### src/ccc_pkg.sv
// constants and types for the converter conversion control block
// assumes one system clock, synchronous active-low reset and an 8-bit register port
package ccc_pkg;

   // ----------------------------------------------------------------
   // register offsets
   // ----------------------------------------------------------------
   localparam logic [7:0] RESULT_LOW_OFFSET     = 8'h78;
   localparam logic [7:0] RESULT_HIGH_OFFSET    = 8'h79;
   localparam logic [7:0] CONTROL_STATUS_OFFSET = 8'h7a;
   localparam logic [7:0] TRIGGER_MUX_OFFSET    = 8'h7b;
   localparam logic [7:0] CHANNEL_OFFSET        = 8'h7c;
   localparam logic [7:0] IRQ_STATUS_OFFSET     = 8'h70;
   localparam logic [7:0] IRQ_MASK_OFFSET       = 8'h71;

   // ----------------------------------------------------------------
   // field positions
   // ----------------------------------------------------------------
   localparam int CS_ENABLE_BIT   = 7;
   localparam int CS_START_BIT    = 6;
   localparam int CS_AUTO_BIT     = 5;
   localparam int CS_DONE_BIT     = 4;
   localparam int CS_DONE_IE_BIT  = 3;
   localparam int CS_DIV_LSB      = 0;
   localparam int TM_MUX_TOP_BIT  = 3;
   localparam int TM_TRIG_LSB     = 0;
   localparam int CH_LEFT_ADJ_BIT = 5;
   localparam int CH_MUX_LSB      = 0;
   localparam int IRQ_DONE_BIT    = 0;
   localparam int IRQ_ABORT_BIT   = 1;

   // ----------------------------------------------------------------
   // timing in converter clock cycles
   // ----------------------------------------------------------------
   localparam logic [4:0] FIRST_CONV_CYCLES  = 5'h19;
   localparam logic [4:0] NORMAL_CONV_CYCLES = 5'h0d;
   localparam logic [4:0] FIRST_SAMPLE_CYCLES  = 5'h0e;
   localparam logic [4:0] NORMAL_SAMPLE_CYCLES = 5'h02;
   localparam logic [2:0] TRIG_FREE_RUNNING    = 3'h0;

   // ----------------------------------------------------------------
   // types
   // ----------------------------------------------------------------
   typedef enum logic [0:0] {
      CCC_IDLE = 1'b0,
      CCC_RUN  = 1'b1
   } ccc_conv_e;

   typedef enum logic [1:0] {
      CCC_GAIN_1   = 2'b00,
      CCC_GAIN_10  = 2'b01,
      CCC_GAIN_200 = 2'b10
   } ccc_gain_e;

   typedef struct packed {
      logic       upper_valid;
      logic       differential;
      logic       reserved;
      logic [3:0] pos_input;
      logic [3:0] neg_input;
      ccc_gain_e  gain;
      logic [5:0] code;
   } ccc_route_s;

   typedef struct packed {
      logic       enable;
      logic       auto_trig;
      logic       done_flag;
      logic       done_ie;
      logic [2:0] div_sel;
      logic [2:0] trig_sel;
      logic [5:0] chan_sel;
      logic       left_adj;
      logic       abort_flag;
      logic       abort_ie;
      ccc_conv_e  conv;
      logic       first_pending;
      logic       first_active;
      logic [4:0] cyc;
      logic [6:0] pre;
      ccc_route_s route;
      logic [9:0] result;
      logic       lock;
      logic       trig_prev;
      logic [7:0] rdata;
   } ccc_state_s;

   localparam ccc_state_s STATE_RESET = '0;

endpackage

### src/ccc_conv_ctrl.sv
// converter conversion control: register port, clock divider, conversion sequencer,
// trigger edge detect, channel decode, result hold and interrupt
// assumes the analog core samples and converts on the controls given here and
// presents a steady 10-bit result at the last cycle of a conversion
//
// Notes on behaviour
// - decode upper channel codes to pairs, gains
// - enable bit switches converter on and off
// - clearing enable aborts a running conversion
// - single mode: one start write, one conversion
// - free running: first start, then continuous
// - first conversion 25 cycles, later 13
// - start bit reads one while converting
// - writing zero to start does nothing
// - auto trigger starts on selected rising edge
// - completion flag set at completion, even if result locked
// - interrupt when flag, enable, global enable
// - vector entry clears the completion flag
// - write one clears flag, zero keeps
// - divider field picks system clock division
// - channel change applies from next conversion
// - low byte read holds result until high
// - free running selection makes no trigger
`timescale 1ns/1ns

module ccc_conv_ctrl #(
   parameter int TRIG_WIDTH = 8
) (
   // clock and reset
   input  wire logic                   MCLK_IN,
   input  wire logic                   RST_N_IN,
   // register port
   input  wire logic [7:0]             REG_ADDR_IN,
   input  wire logic [7:0]             REG_WDATA_IN,
   input  wire logic                   REG_WR_IN,
   input  wire logic                   REG_RD_IN,
   output logic      [7:0]             REG_RDATA_OUT,
   // processor interrupt side
   input  wire logic                   GLOBAL_IE_IN,
   input  wire logic                   VECTOR_ACK_IN,
   output logic                        IRQ_OUT,
   // trigger sources, bit 0 unused (free running)
   input  wire logic [TRIG_WIDTH-1:0]  TRIGGER_IN,
   // analog core
   input  wire logic [9:0]             ANA_RESULT_IN,
   output logic                        ANA_POWER_OUT,
   output logic                        ANA_TICK_OUT,
   output logic                        ANA_SAMPLE_OUT,
   output logic                        ANA_CONVERT_OUT,
   output ccc_pkg::ccc_route_s         ANA_ROUTE_OUT
);

   // ----------------------------------------------------------------
   // helpers
   // ----------------------------------------------------------------
   function automatic ccc_pkg::ccc_route_s decode_route(input logic [5:0] code);
      ccc_pkg::ccc_route_s r;
      r              = '0;
      r.code         = code;
      r.gain         = ccc_pkg::CCC_GAIN_1;
      if (code[5:3] == 3'h5) begin
         // pairs on 8/9 or 10/11, gain picked by bit 1
         r.upper_valid  = 1'b1;
         r.differential = 1'b1;
         r.neg_input    = code[2] ? 4'ha : 4'h8;
         r.pos_input    = r.neg_input + {3'h0, code[0]};
         r.gain         = code[1] ? ccc_pkg::CCC_GAIN_200 : ccc_pkg::CCC_GAIN_10;
      end else if (code[5:3] == 3'h6) begin
         r.upper_valid  = 1'b1;
         r.differential = 1'b1;
         r.pos_input    = {1'b1, code[2:0]};
         r.neg_input    = 4'h9;
      end else if (code[5:3] == 3'h7) begin
         r.upper_valid  = 1'b1;
         if (code[2:1] == 2'h3) begin
            r.reserved     = 1'b1;
         end else begin
            r.differential = 1'b1;
            r.pos_input    = {1'b1, code[2:0]};
            r.neg_input    = 4'ha;
         end
      end
      return r;
   endfunction

   // division mask: converter tick when the low bits of the prescaler are all ones
   function automatic logic [6:0] div_mask(input logic [2:0] sel);
      logic [6:0] m;
      m = 7'h01;
      case (sel)
         3'h0, 3'h1: m = 7'h01;
         3'h2:       m = 7'h03;
         3'h3:       m = 7'h07;
         3'h4:       m = 7'h0f;
         3'h5:       m = 7'h1f;
         3'h6:       m = 7'h3f;
         default:    m = 7'h7f;
      endcase
      return m;
   endfunction

   // ----------------------------------------------------------------
   // state
   // ----------------------------------------------------------------
   ccc_pkg::ccc_state_s s;
   ccc_pkg::ccc_state_s next_s;

   logic                tick;
   logic                wr_cs;
   logic                trig_level;
   logic                trig_edge;
   logic                free_running;
   logic                start_req;
   logic                complete;
   logic                abort;
   logic [4:0]          conv_len;
   logic [4:0]          sample_len;
   logic                done_clr;
   logic                abort_clr;

   // ----------------------------------------------------------------
   // next state
   // ----------------------------------------------------------------
   always_comb begin
      next_s       = s;
      wr_cs        = REG_WR_IN && (REG_ADDR_IN == ccc_pkg::CONTROL_STATUS_OFFSET);
      tick         = s.enable && ((s.pre & div_mask(s.div_sel)) == div_mask(s.div_sel));
      free_running = s.auto_trig && (s.trig_sel == ccc_pkg::TRIG_FREE_RUNNING);
      conv_len     = s.first_active ? ccc_pkg::FIRST_CONV_CYCLES
                                    : ccc_pkg::NORMAL_CONV_CYCLES;
      sample_len   = s.first_active ? ccc_pkg::FIRST_SAMPLE_CYCLES
                                    : ccc_pkg::NORMAL_SAMPLE_CYCLES;
      complete     = (s.conv == ccc_pkg::CCC_RUN) && tick
                     && (s.cyc == conv_len - 5'h01);
      // free running takes no edge here, so selecting it never fires a start
      trig_level   = (s.trig_sel == ccc_pkg::TRIG_FREE_RUNNING) ? 1'b0
                                                               : TRIGGER_IN[s.trig_sel];
      trig_edge    = s.enable && s.auto_trig && trig_level && !s.trig_prev;
      next_s.trig_prev = trig_level;

      // prescaler runs only while the converter is on
      next_s.pre   = s.enable ? s.pre + 7'h01 : 7'h00;

      // ---------------- register writes ----------------
      abort        = 1'b0;
      start_req    = 1'b0;
      if (wr_cs) begin
         next_s.enable    = REG_WDATA_IN[ccc_pkg::CS_ENABLE_BIT];
         next_s.auto_trig = REG_WDATA_IN[ccc_pkg::CS_AUTO_BIT];
         next_s.done_ie   = REG_WDATA_IN[ccc_pkg::CS_DONE_IE_BIT];
         next_s.div_sel   = REG_WDATA_IN[ccc_pkg::CS_DIV_LSB +: 3];
         if (REG_WDATA_IN[ccc_pkg::CS_ENABLE_BIT] && !s.enable) begin
            next_s.first_pending = 1'b1;
         end
         if (!REG_WDATA_IN[ccc_pkg::CS_ENABLE_BIT] && s.conv == ccc_pkg::CCC_RUN) begin
            abort = 1'b1;
         end
         // a zero in the start position is simply not a request
         start_req = REG_WDATA_IN[ccc_pkg::CS_START_BIT]
                     && REG_WDATA_IN[ccc_pkg::CS_ENABLE_BIT];
      end else if (REG_WR_IN && REG_ADDR_IN == ccc_pkg::TRIGGER_MUX_OFFSET) begin
         next_s.trig_sel    = REG_WDATA_IN[ccc_pkg::TM_TRIG_LSB +: 3];
         next_s.chan_sel[5] = REG_WDATA_IN[ccc_pkg::TM_MUX_TOP_BIT];
      end else if (REG_WR_IN && REG_ADDR_IN == ccc_pkg::CHANNEL_OFFSET) begin
         next_s.left_adj      = REG_WDATA_IN[ccc_pkg::CH_LEFT_ADJ_BIT];
         next_s.chan_sel[4:0] = REG_WDATA_IN[ccc_pkg::CH_MUX_LSB +: 5];
      end else if (REG_WR_IN && REG_ADDR_IN == ccc_pkg::IRQ_MASK_OFFSET) begin
         next_s.done_ie  = REG_WDATA_IN[ccc_pkg::IRQ_DONE_BIT];
         next_s.abort_ie = REG_WDATA_IN[ccc_pkg::IRQ_ABORT_BIT];
      end
      start_req = start_req || trig_edge;

      // ---------------- conversion sequencer ----------------
      case (s.conv)
         ccc_pkg::CCC_IDLE: begin
            if (start_req) begin
               next_s.conv          = ccc_pkg::CCC_RUN;
               next_s.cyc           = 5'h00;
               next_s.first_active  = next_s.first_pending;
               next_s.first_pending = 1'b0;
               // channel is taken at the start so later writes wait a conversion
               next_s.route         = decode_route(next_s.chan_sel);
            end
         end
         ccc_pkg::CCC_RUN: begin
            if (abort) begin
               next_s.conv = ccc_pkg::CCC_IDLE;
               next_s.cyc  = 5'h00;
            end else if (complete) begin
               if (!s.lock) begin
                  next_s.result = ANA_RESULT_IN;
               end
               next_s.first_active = 1'b0;
               next_s.cyc          = 5'h00;
               if (free_running) begin
                  next_s.conv  = ccc_pkg::CCC_RUN;
                  next_s.route = decode_route(s.chan_sel);
               end else begin
                  next_s.conv  = ccc_pkg::CCC_IDLE;
               end
            end else if (tick) begin
               next_s.cyc = s.cyc + 5'h01;
            end
         end
         default: begin
            next_s.conv = ccc_pkg::CCC_IDLE;
         end
      endcase

      // ---------------- sticky flags, set beats clear ----------------
      done_clr  = (wr_cs && REG_WDATA_IN[ccc_pkg::CS_DONE_BIT])
                  || (REG_WR_IN && REG_ADDR_IN == ccc_pkg::IRQ_STATUS_OFFSET
                      && REG_WDATA_IN[ccc_pkg::IRQ_DONE_BIT])
                  || VECTOR_ACK_IN;
      abort_clr = REG_WR_IN && REG_ADDR_IN == ccc_pkg::IRQ_STATUS_OFFSET
                  && REG_WDATA_IN[ccc_pkg::IRQ_ABORT_BIT];
      // a completion that meets a disabling write is an abort, so it raises the abort flag and no completion flag
      next_s.done_flag  = (complete && !abort) || (s.done_flag && !done_clr);
      next_s.abort_flag = abort || (s.abort_flag && !abort_clr);

      // ---------------- reads, data stand one cycle ----------------
      next_s.rdata = 8'h00;
      if (REG_RD_IN) begin
         if (REG_ADDR_IN == ccc_pkg::CONTROL_STATUS_OFFSET) begin
            next_s.rdata = {s.enable, (s.conv == ccc_pkg::CCC_RUN), s.auto_trig,
                            s.done_flag, s.done_ie, s.div_sel};
         end else if (REG_ADDR_IN == ccc_pkg::TRIGGER_MUX_OFFSET) begin
            next_s.rdata = {4'h0, s.chan_sel[5], s.trig_sel};
         end else if (REG_ADDR_IN == ccc_pkg::CHANNEL_OFFSET) begin
            next_s.rdata = {2'h0, s.left_adj, s.chan_sel[4:0]};
         end else if (REG_ADDR_IN == ccc_pkg::RESULT_LOW_OFFSET) begin
            next_s.rdata = s.left_adj ? {s.result[1:0], 6'h00} : s.result[7:0];
            next_s.lock  = 1'b1;
         end else if (REG_ADDR_IN == ccc_pkg::RESULT_HIGH_OFFSET) begin
            next_s.rdata = s.left_adj ? s.result[9:2] : {6'h00, s.result[9:8]};
            next_s.lock  = 1'b0;
         end else if (REG_ADDR_IN == ccc_pkg::IRQ_STATUS_OFFSET) begin
            next_s.rdata = {6'h00, s.abort_flag, s.done_flag};
         end else if (REG_ADDR_IN == ccc_pkg::IRQ_MASK_OFFSET) begin
            next_s.rdata = {6'h00, s.abort_ie, s.done_ie};
         end else begin
            next_s.rdata = 8'h00;
         end
      end
   end

   // ----------------------------------------------------------------
   // state register
   // ----------------------------------------------------------------
   always_ff @(posedge MCLK_IN) begin
      if (!RST_N_IN) begin
         s <= ccc_pkg::STATE_RESET;
      end else begin
         s <= next_s;
      end
   end

   // ----------------------------------------------------------------
   // outputs
   // ----------------------------------------------------------------
   assign REG_RDATA_OUT   = s.rdata;
   assign IRQ_OUT         = GLOBAL_IE_IN && ((s.done_flag && s.done_ie)
                                             || (s.abort_flag && s.abort_ie));
   assign ANA_POWER_OUT   = s.enable;
   assign ANA_TICK_OUT    = tick;
   assign ANA_SAMPLE_OUT  = (s.conv == ccc_pkg::CCC_RUN) && (s.cyc < sample_len);
   assign ANA_CONVERT_OUT = (s.conv == ccc_pkg::CCC_RUN) && (s.cyc >= sample_len);
   assign ANA_ROUTE_OUT   = s.route;

endmodule

### config.mk
export PLATFORM = sky130hd
export DESIGN_NAME = ccc_conv_ctrl
export DESIGN_NICKNAME = d
export VERILOG_FILES = /design/src/ccc_pkg.sv /design/src/ccc_conv_ctrl.sv
export SDC_FILE = /design/constraint.sdc
export NUM_CORES = 1
export LEC_CHECK = 0
export BUFFER_PORTS_ARGS = -buffer_cell sky130_fd_sc_hd__buf_2
export CORE_MARGIN = 2
export CORE_UTILIZATION = 40
export CTS_BUF_LIST = sky130_fd_sc_hd__clkbuf_8
export DETAILED_ROUTE_END_ITERATION = 12
export GPL_TIMING_DRIVEN = 0
export HOLD_SLACK_MARGIN = 0.05
export MAX_ROUTING_LAYER = met4
export PLACE_DENSITY = 0.7
export SYNTH_ARGS = -nofsm -noshare
export SYNTH_HDL_FRONTEND = slang
export SYNTH_SLANG_ARGS = --single-unit
export TNS_END_PERCENT = 30
### constraint.sdc
create_clock -name MCLK_IN -period 5.52 [get_ports MCLK_IN]
set_clock_uncertainty 0.2 [all_clocks]
set_input_delay 1.656 -clock MCLK_IN [delete_from_list [all_inputs] [get_ports MCLK_IN]]
set_output_delay 1.656 -clock MCLK_IN [all_outputs]
set_load 0.02 [all_outputs]
# == Word level (Yosys, flattened, before mapping) ==
# Index checks and enable logic that the tools add are counted.
# op_classes
n_eq_ne,30
n_mux,74
bitwise_logic,10
n_lt_le_gt_ge,3
add_sub_neg,5
n_reduce_logical,54
# op_table
cell,count
2-to-1 mux 8 bit,14
2-to-1 mux 29 bit,2
"equality test 8 x 7 -> 1 bit, second input constant",7
one-hot mux 7 bit (6 select lines),1
2-to-1 mux 19 bit,2
one-hot mux 19 bit (2 select lines),1
2-to-1 mux 1 bit,28
"equality test 3 bit, second input constant",9
logical AND 1 bit,26
2-to-1 mux 2 bit,12
2-to-1 mux 11 bit,2
2-to-1 mux 5 bit,4
2-to-1 mux 6 bit,2
one-hot mux 6 bit (2 select lines),1
AND reduction 4 bit,3
2-to-1 mux 10 bit,1
NOT 1 bit,9
AND reduction 3 bit,3
adder 4 x 1 -> 4 bit,2
"inequality test 2 bit, second input constant",4
AND reduction 2 bit,4
"adder 7 x 1 -> 7 bit, second input constant",1
AND 7 bit,1
equality test 7 bit,1
21 further kinds,36
# word_totals
regBits,73
output_inout_bits,32
wordCells,202

# == Logic depth before layout (Yosys ltp) ==
# depth
word_depth,12
ltp_mapped,10

# == Worst setup path before layout ==
# No wires, ideal clock.
# synth_timing
path_type,input port to output port
start,input GLOBAL_IE_IN
end,output IRQ_OUT
path_slack_ns,1.681
path_stages,1
path_buffers,0
arrival_time_ns,1.983
cell_sequence,nor2b_1
# synth_between
elab_chain_len,1
# synth_lines
item,line_no,rtl
from (decl),ccc_conv_ctrl.sv:39,"input wire logic GLOBAL_IE_IN,"
logical AND 1 bit,ccc_conv_ctrl.sv:262,assign IRQ_OUT = GLOBAL_IE_IN && ((s.done_flag && s.done_ie)
to (decl),ccc_conv_ctrl.sv:41,"output logic IRQ_OUT,"
# Every way passes these cells.

# == Final worst setup path ==
# layout_timing
start,input REG_ADDR_IN[7]
end,"register s, in the netlist ANA_ROUTE_OUT[0]"
# layout_between
elab_chain_len,7
word_cells_on_any_way,17
classes_between,eq/ne (5); mux (7); reduce/logical (5)
# layout_lines
item,line_no,rtl
from (decl),ccc_conv_ctrl.sv:33,"input wire logic [7:0] REG_ADDR_IN,"
equality test 8 x 7 -> 1 bit,ccc_conv_ctrl.sv:164,end else if (REG_WR_IN && REG_ADDR_IN == ccc_pkg::CHANNEL_OFFSET) begin
logical AND 1 bit,ccc_conv_ctrl.sv:164,
2-to-1 mux 6 bit,ccc_conv_ctrl.sv:164,
2-to-1 mux 6 bit,ccc_conv_ctrl.sv:161,end else if (REG_WR_IN && REG_ADDR_IN == ccc_pkg::TRIGGER_MUX_OFFSET) begin
2-to-1 mux 7 bit,ccc_conv_ctrl.sv:147,if (wr_cs) begin
2-to-1 mux 19 bit,ccc_conv_ctrl.sv:176,if (start_req) begin
one-hot mux 19 bit (2 select lines),ccc_conv_ctrl.sv:174,case (s.conv)
to (signal assigned),ccc_conv_ctrl.sv:252,s <= ccc_pkg::STATE_RESET;
to (signal assigned),ccc_conv_ctrl.sv:254,s <= next_s;
to (decl),ccc_conv_ctrl.sv:105,ccc_pkg::ccc_state_s s;
# Several ways; a longest one is shown, not always the timed one. The select of a mux whose other input is x is not followed.
# A chain may end at the register's enable or synchronous reset.

==> metrics.txt <==
# TYPE chip_impl_metric gauge
chip_impl_metric{name="cellPowerDensity",unit="nW/um^2"} 213
chip_impl_metric{name="power_consumption",unit="uW"} 1010
chip_impl_metric{name="synthDominantCellAreaShare",unit="%"} 34.8
chip_impl_metric{name="clock_latency",unit="ns"} 0.35
chip_impl_metric{name="port_buffers",unit=""} 65
chip_impl_metric{name="wl_met1",unit="um"} 4740
chip_impl_metric{name="cts_inserted_buffers",unit=""} 9
chip_impl_metric{name="total_of_cells_resized_after_clock_tree_synthesis",unit=""} 0
chip_impl_info{name="launching_instance_or_port_of_the_critical_path",value="REG_ADDR_IN[7]"} 1
chip_impl_metric{name="maximum_fanout_encountered_on_the_critical_timing_path",unit=""} 10
chip_impl_info{name="worst_r2r_startpoint",value="s[51]$_SDFFE_PN0P_"} 1
chip_impl_metric{name="floorplan.io_pins",unit=""} 72
chip_impl_metric{name="report.final.hold_viol_count",unit=""} 0
chip_impl_metric{name="required",unit="ns"} 5.55
chip_impl_metric{name="number_of_vias_after_detailed_routing",unit=""} 3742
chip_impl_metric{name="routed_wl",unit="um"} 10800
chip_impl_metric{name="cts_hold_fix_bufs",unit=""} 0
chip_impl_metric{name="area_delta_synth_final",unit="%"} 17.5
chip_impl_metric{name="drc",unit=""} 0
chip_impl_metric{name="h-tree-depth",unit=""} 3
chip_impl_metric{name="grt_antenna_before_repair",unit=""} 0
chip_impl_info{name="run_status",value="complete, no violations"} 1
chip_impl_metric{name="drtPass1Iterations",unit=""} 5
chip_impl_metric{name="final_setup_violation_count",unit=""} 0
chip_impl_metric{name="fp.dieH",unit="um"} 104
chip_impl_metric{name="dr.first_iter.drc_count",unit=""} 188
chip_impl_info{name="synth_top_flop_cell",value="dfxtp_1"} 1
chip_impl_metric{name="globalRouteOverflowTotal",unit=""} 0
chip_impl_metric{name="fmax",unit="MHz"} 251
chip_impl_metric{name="pin_count_of_the_biggest_net_entering_global_routing",unit=""} 13
chip_impl_metric{name="seq_area_frac_synth",unit="%"} 34.8
chip_impl_metric{name="avgRoutedWirePerCell",unit="um"} 16.0
chip_impl_info{name="synth_top_area_cell",value="dfxtp_1"} 1
chip_impl_metric{name="global_route_wire_length_before_repair",unit="um"} 18000
chip_impl_metric{name="cts.reportedPaths.clkPinSlew",unit="ns"} 0.08
chip_impl_info{name="yosys-top-cells-count",value="dfxtp_1, nor2_1, mux2i_1, buf_4"} 1
chip_impl_metric{name="first_global_vias",unit=""} 3602
chip_impl_metric{name="drt-vias-per-instance",unit=""} 5.55
chip_impl_metric{name="synthCells",unit=""} 461
chip_impl_metric{name="synth_edf_count",unit=""} 0
chip_impl_metric{name="floorplan.die_area",unit="um^2"} 10900
chip_impl_metric{name="tightest_slew",unit="ns"} 0.901
chip_impl_metric{name="yosys.cell_types.count",unit=""} 63
chip_impl_metric{name="diodes",unit=""} 0
chip_impl_metric{name="crit_arrival",unit="ns"} 4.01
chip_impl_metric{name="core_area",unit="um^2"} 9770
chip_impl_metric{name="track_usage",unit="%"} 21.1
chip_impl_info{name="critical_path.startpoint_type",value="input port"} 1
chip_impl_metric{name="met3_wirelength",unit="um"} 665
chip_impl_metric{name="finalNetCount",unit=""} 583
chip_impl_metric{name="place_congestion",unit=""} 0.890
chip_impl_info{name="synth_most_common_cell",value="dfxtp_1"} 1
chip_impl_metric{name="synthesis.nets",unit=""} 507
chip_impl_metric{name="synth_area_per_cell",unit="um^2"} 8.73
chip_impl_metric{name="ys_async_sr_fraction",unit="%"} 0
chip_impl_info{name="grt_setup_unrepaired",value="no"} 1
chip_impl_metric{name="setup-tns-final",unit="ns"} 0
chip_impl_metric{name="routed-wl-met2",unit="um"} 5200
chip_impl_metric{name="floorplan.initialDensity",unit="%"} 41.2
chip_impl_metric{name="detailedPlace.worstSlack",unit="ns"} 1.28
chip_impl_metric{name="maxCapViolCount",unit=""} 0
chip_impl_metric{name="final_slew_violations",unit=""} 0
chip_impl_info{name="criticalPathCategory",value="input port to flip-flop"} 1
chip_impl_metric{name="cts.path.max_buffers",unit=""} 2
chip_impl_metric{name="maxSlewHeadroom",unit="%"} 39.4
chip_impl_metric{name="die_w",unit="um"} 104
chip_impl_metric{name="fillerInstances",unit=""} 995
chip_impl_info{name="synth.top_cells.by_area",value="dfxtp_1, mux2i_1, nor2_1"} 1
chip_impl_metric{name="post-route-period-util",unit="%"} 72.1
chip_impl_info{name="hold_path_class",value="flip-flop to flip-flop"} 1
chip_impl_metric{name="worst_ir_drop_vdd",unit="V"} 0.0000852
chip_impl_metric{name="final_hpwl_dp",unit="um"} 8210
chip_impl_metric{name="synthesis.area",unit="um^2"} 4030
chip_impl_metric{name="cts_setup_buffers",unit=""} 0
chip_impl_info{name="cts_tree",value="yes"} 1
chip_impl_metric{name="post-route-worst-setup-slack",unit="ns"} 1.54
chip_impl_info{name="min_from",value="s[39]$_SDFF_PN0_"} 1
chip_impl_metric{name="min_period",unit="ns"} 3.98
chip_impl_info{name="clk_root_buffer_cell",value="clkbuf_8"} 1
chip_impl_info{name="maxUsedRoutingLayer",value="met4"} 1
chip_impl_metric{name="ant_nets",unit=""} 0
chip_impl_metric{name="ys_seq_elements",unit=""} 70
chip_impl_metric{name="rows",unit=""} 36
chip_impl_metric{name="p_leak",unit="uW"} 0.00187
chip_impl_metric{name="fin_hold_ws",unit="ns"} 0.315
chip_impl_metric{name="yosys_warnings",unit=""} 0
chip_impl_metric{name="drive_above_1_share",unit="%"} 27.0
chip_impl_metric{name="cts.sink_count",unit=""} 70
chip_impl_info{name="setup.worst_path.end_class",value="flip-flop"} 1
metal layers:
metal  vias to the layer above  global-route usage (%)
met2                       127                    34.2
met3                        18                    3.20
met5                         -                       -
met1                      1787                    26.9
met4                         0                    6.85
li1                       1810                       -
sequential cells by signal, summed over array words and instances, names as in the netlist:
| name | flops |
|---|---|
| ANA_POWER_OUT | 1 |
| ANA_ROUTE_OUT | 16 |
| REG_RDATA_OUT | 8 |
| s | 45 |
worst max-delay path: stages:
cell and delay [ns]:
buf_2 0.10, and4b_1 0.22, clkbuf_1 0.26, nand3_2 0.26, nor3_1 0.68, nor4b_4 0.17
buf_2 0.25, a21oi_1 0.31, a21oi_2 0.09
through the flow:
stage                     area, um^2  std cells  utilization (%)
after floorplan                 4030        461                -
after global placement          4520        659             46.2
after detailed placement        4520        659             46.2
after CTS                       4730        674             48.4
after global routing            4730        674             48.4
final                           4730        674             48.4
layout make-up:
class | count | area [um^2] | area share (%)
timing repair buffer | 65 | 325 | 6.88
clock inverter | 6 | 87.6 | 1.85
inverter | 11 | 41.3 | 0.873
multi-input combinational | 324 | 2220 | 47.0
sequential | 70 | 1400 | 29.6
clock buffer | 9 | 124 | 2.62
tap | 133 | 166 | 3.52
buffer | 56 | 360 | 7.62
final timing paths:
kind,end,slack (ns),depth (start not counted)
worst min-delay path,s[39]$_SDFF_PN0_,0.31,1
worst max register to register,ANA_ROUTE_OUT[1]$_SDFFE_PN0P_,2.63,7
worst min register to register,s[39]$_SDFF_PN0_,0.31,1
worst max-delay path,ANA_ROUTE_OUT[0]$_SDFFE_PN0P_,1.54,9
placed cells by master, fill, tap and decap left out, types with 3 or more instances in the layout:
master,n
inv_1,11
mux2i_1,37
buf_6,3
a21oi_1,15
ha_1,6
o21ai_0,13
nand2b_1,5
o31ai_1,17
clkbuf_8,9
nor4_1,4
a211oi_1,5
buf_4,28
a31oi_1,12
nand2_1,18
nor2_1,61
buf_2,70
dfxtp_1,70
and3_1,3
nor3_1,8
and2_1,5
xor2_1,5
or2_2,3
a222oi_1,4
a21oi_2,9
nand3_1,17
mux2_2,5
o211ai_1,9
nor2b_1,5
a22oi_1,6
o21a_1,4
nand4b_1,4
nand4_1,11
clkbuf_1,18
cells by family after synthesis:
| logic type | Yosys count | synth area share, % |
|---|---|---|
| multiplexers | 43 | 11.2 |
| XOR/XNOR | 6 | 1.31 |
| AND/OR/NAND/NOR | 161 | 21.6 |
| flip-flops | 70 | 34.8 |
| AO/OA/AOI/OAI | 107 | 19.2 |
| buffers and inverters | 67 | 9.98 |
| other | 1 | 0.0932 |
| adder cells (fa/ha/maj) | 6 | 1.87 |
power breakdown:
| part | internal [uW] | total [uW] | switching, uW | leakage (uW) |
|---|---|---|---|---|
| Combinational | 18.2 | 50.6 | 32.4 | 0.00120 |
| Sequential | 505 | 505 | 0.330 | 0.000564 |
| Clock | 252 | 454 | 202 | 0.000109 |
| Total | 775 | 1010 | 234 | 0.00187 |
No activity file was read; power rests on OpenSTA's default activity.
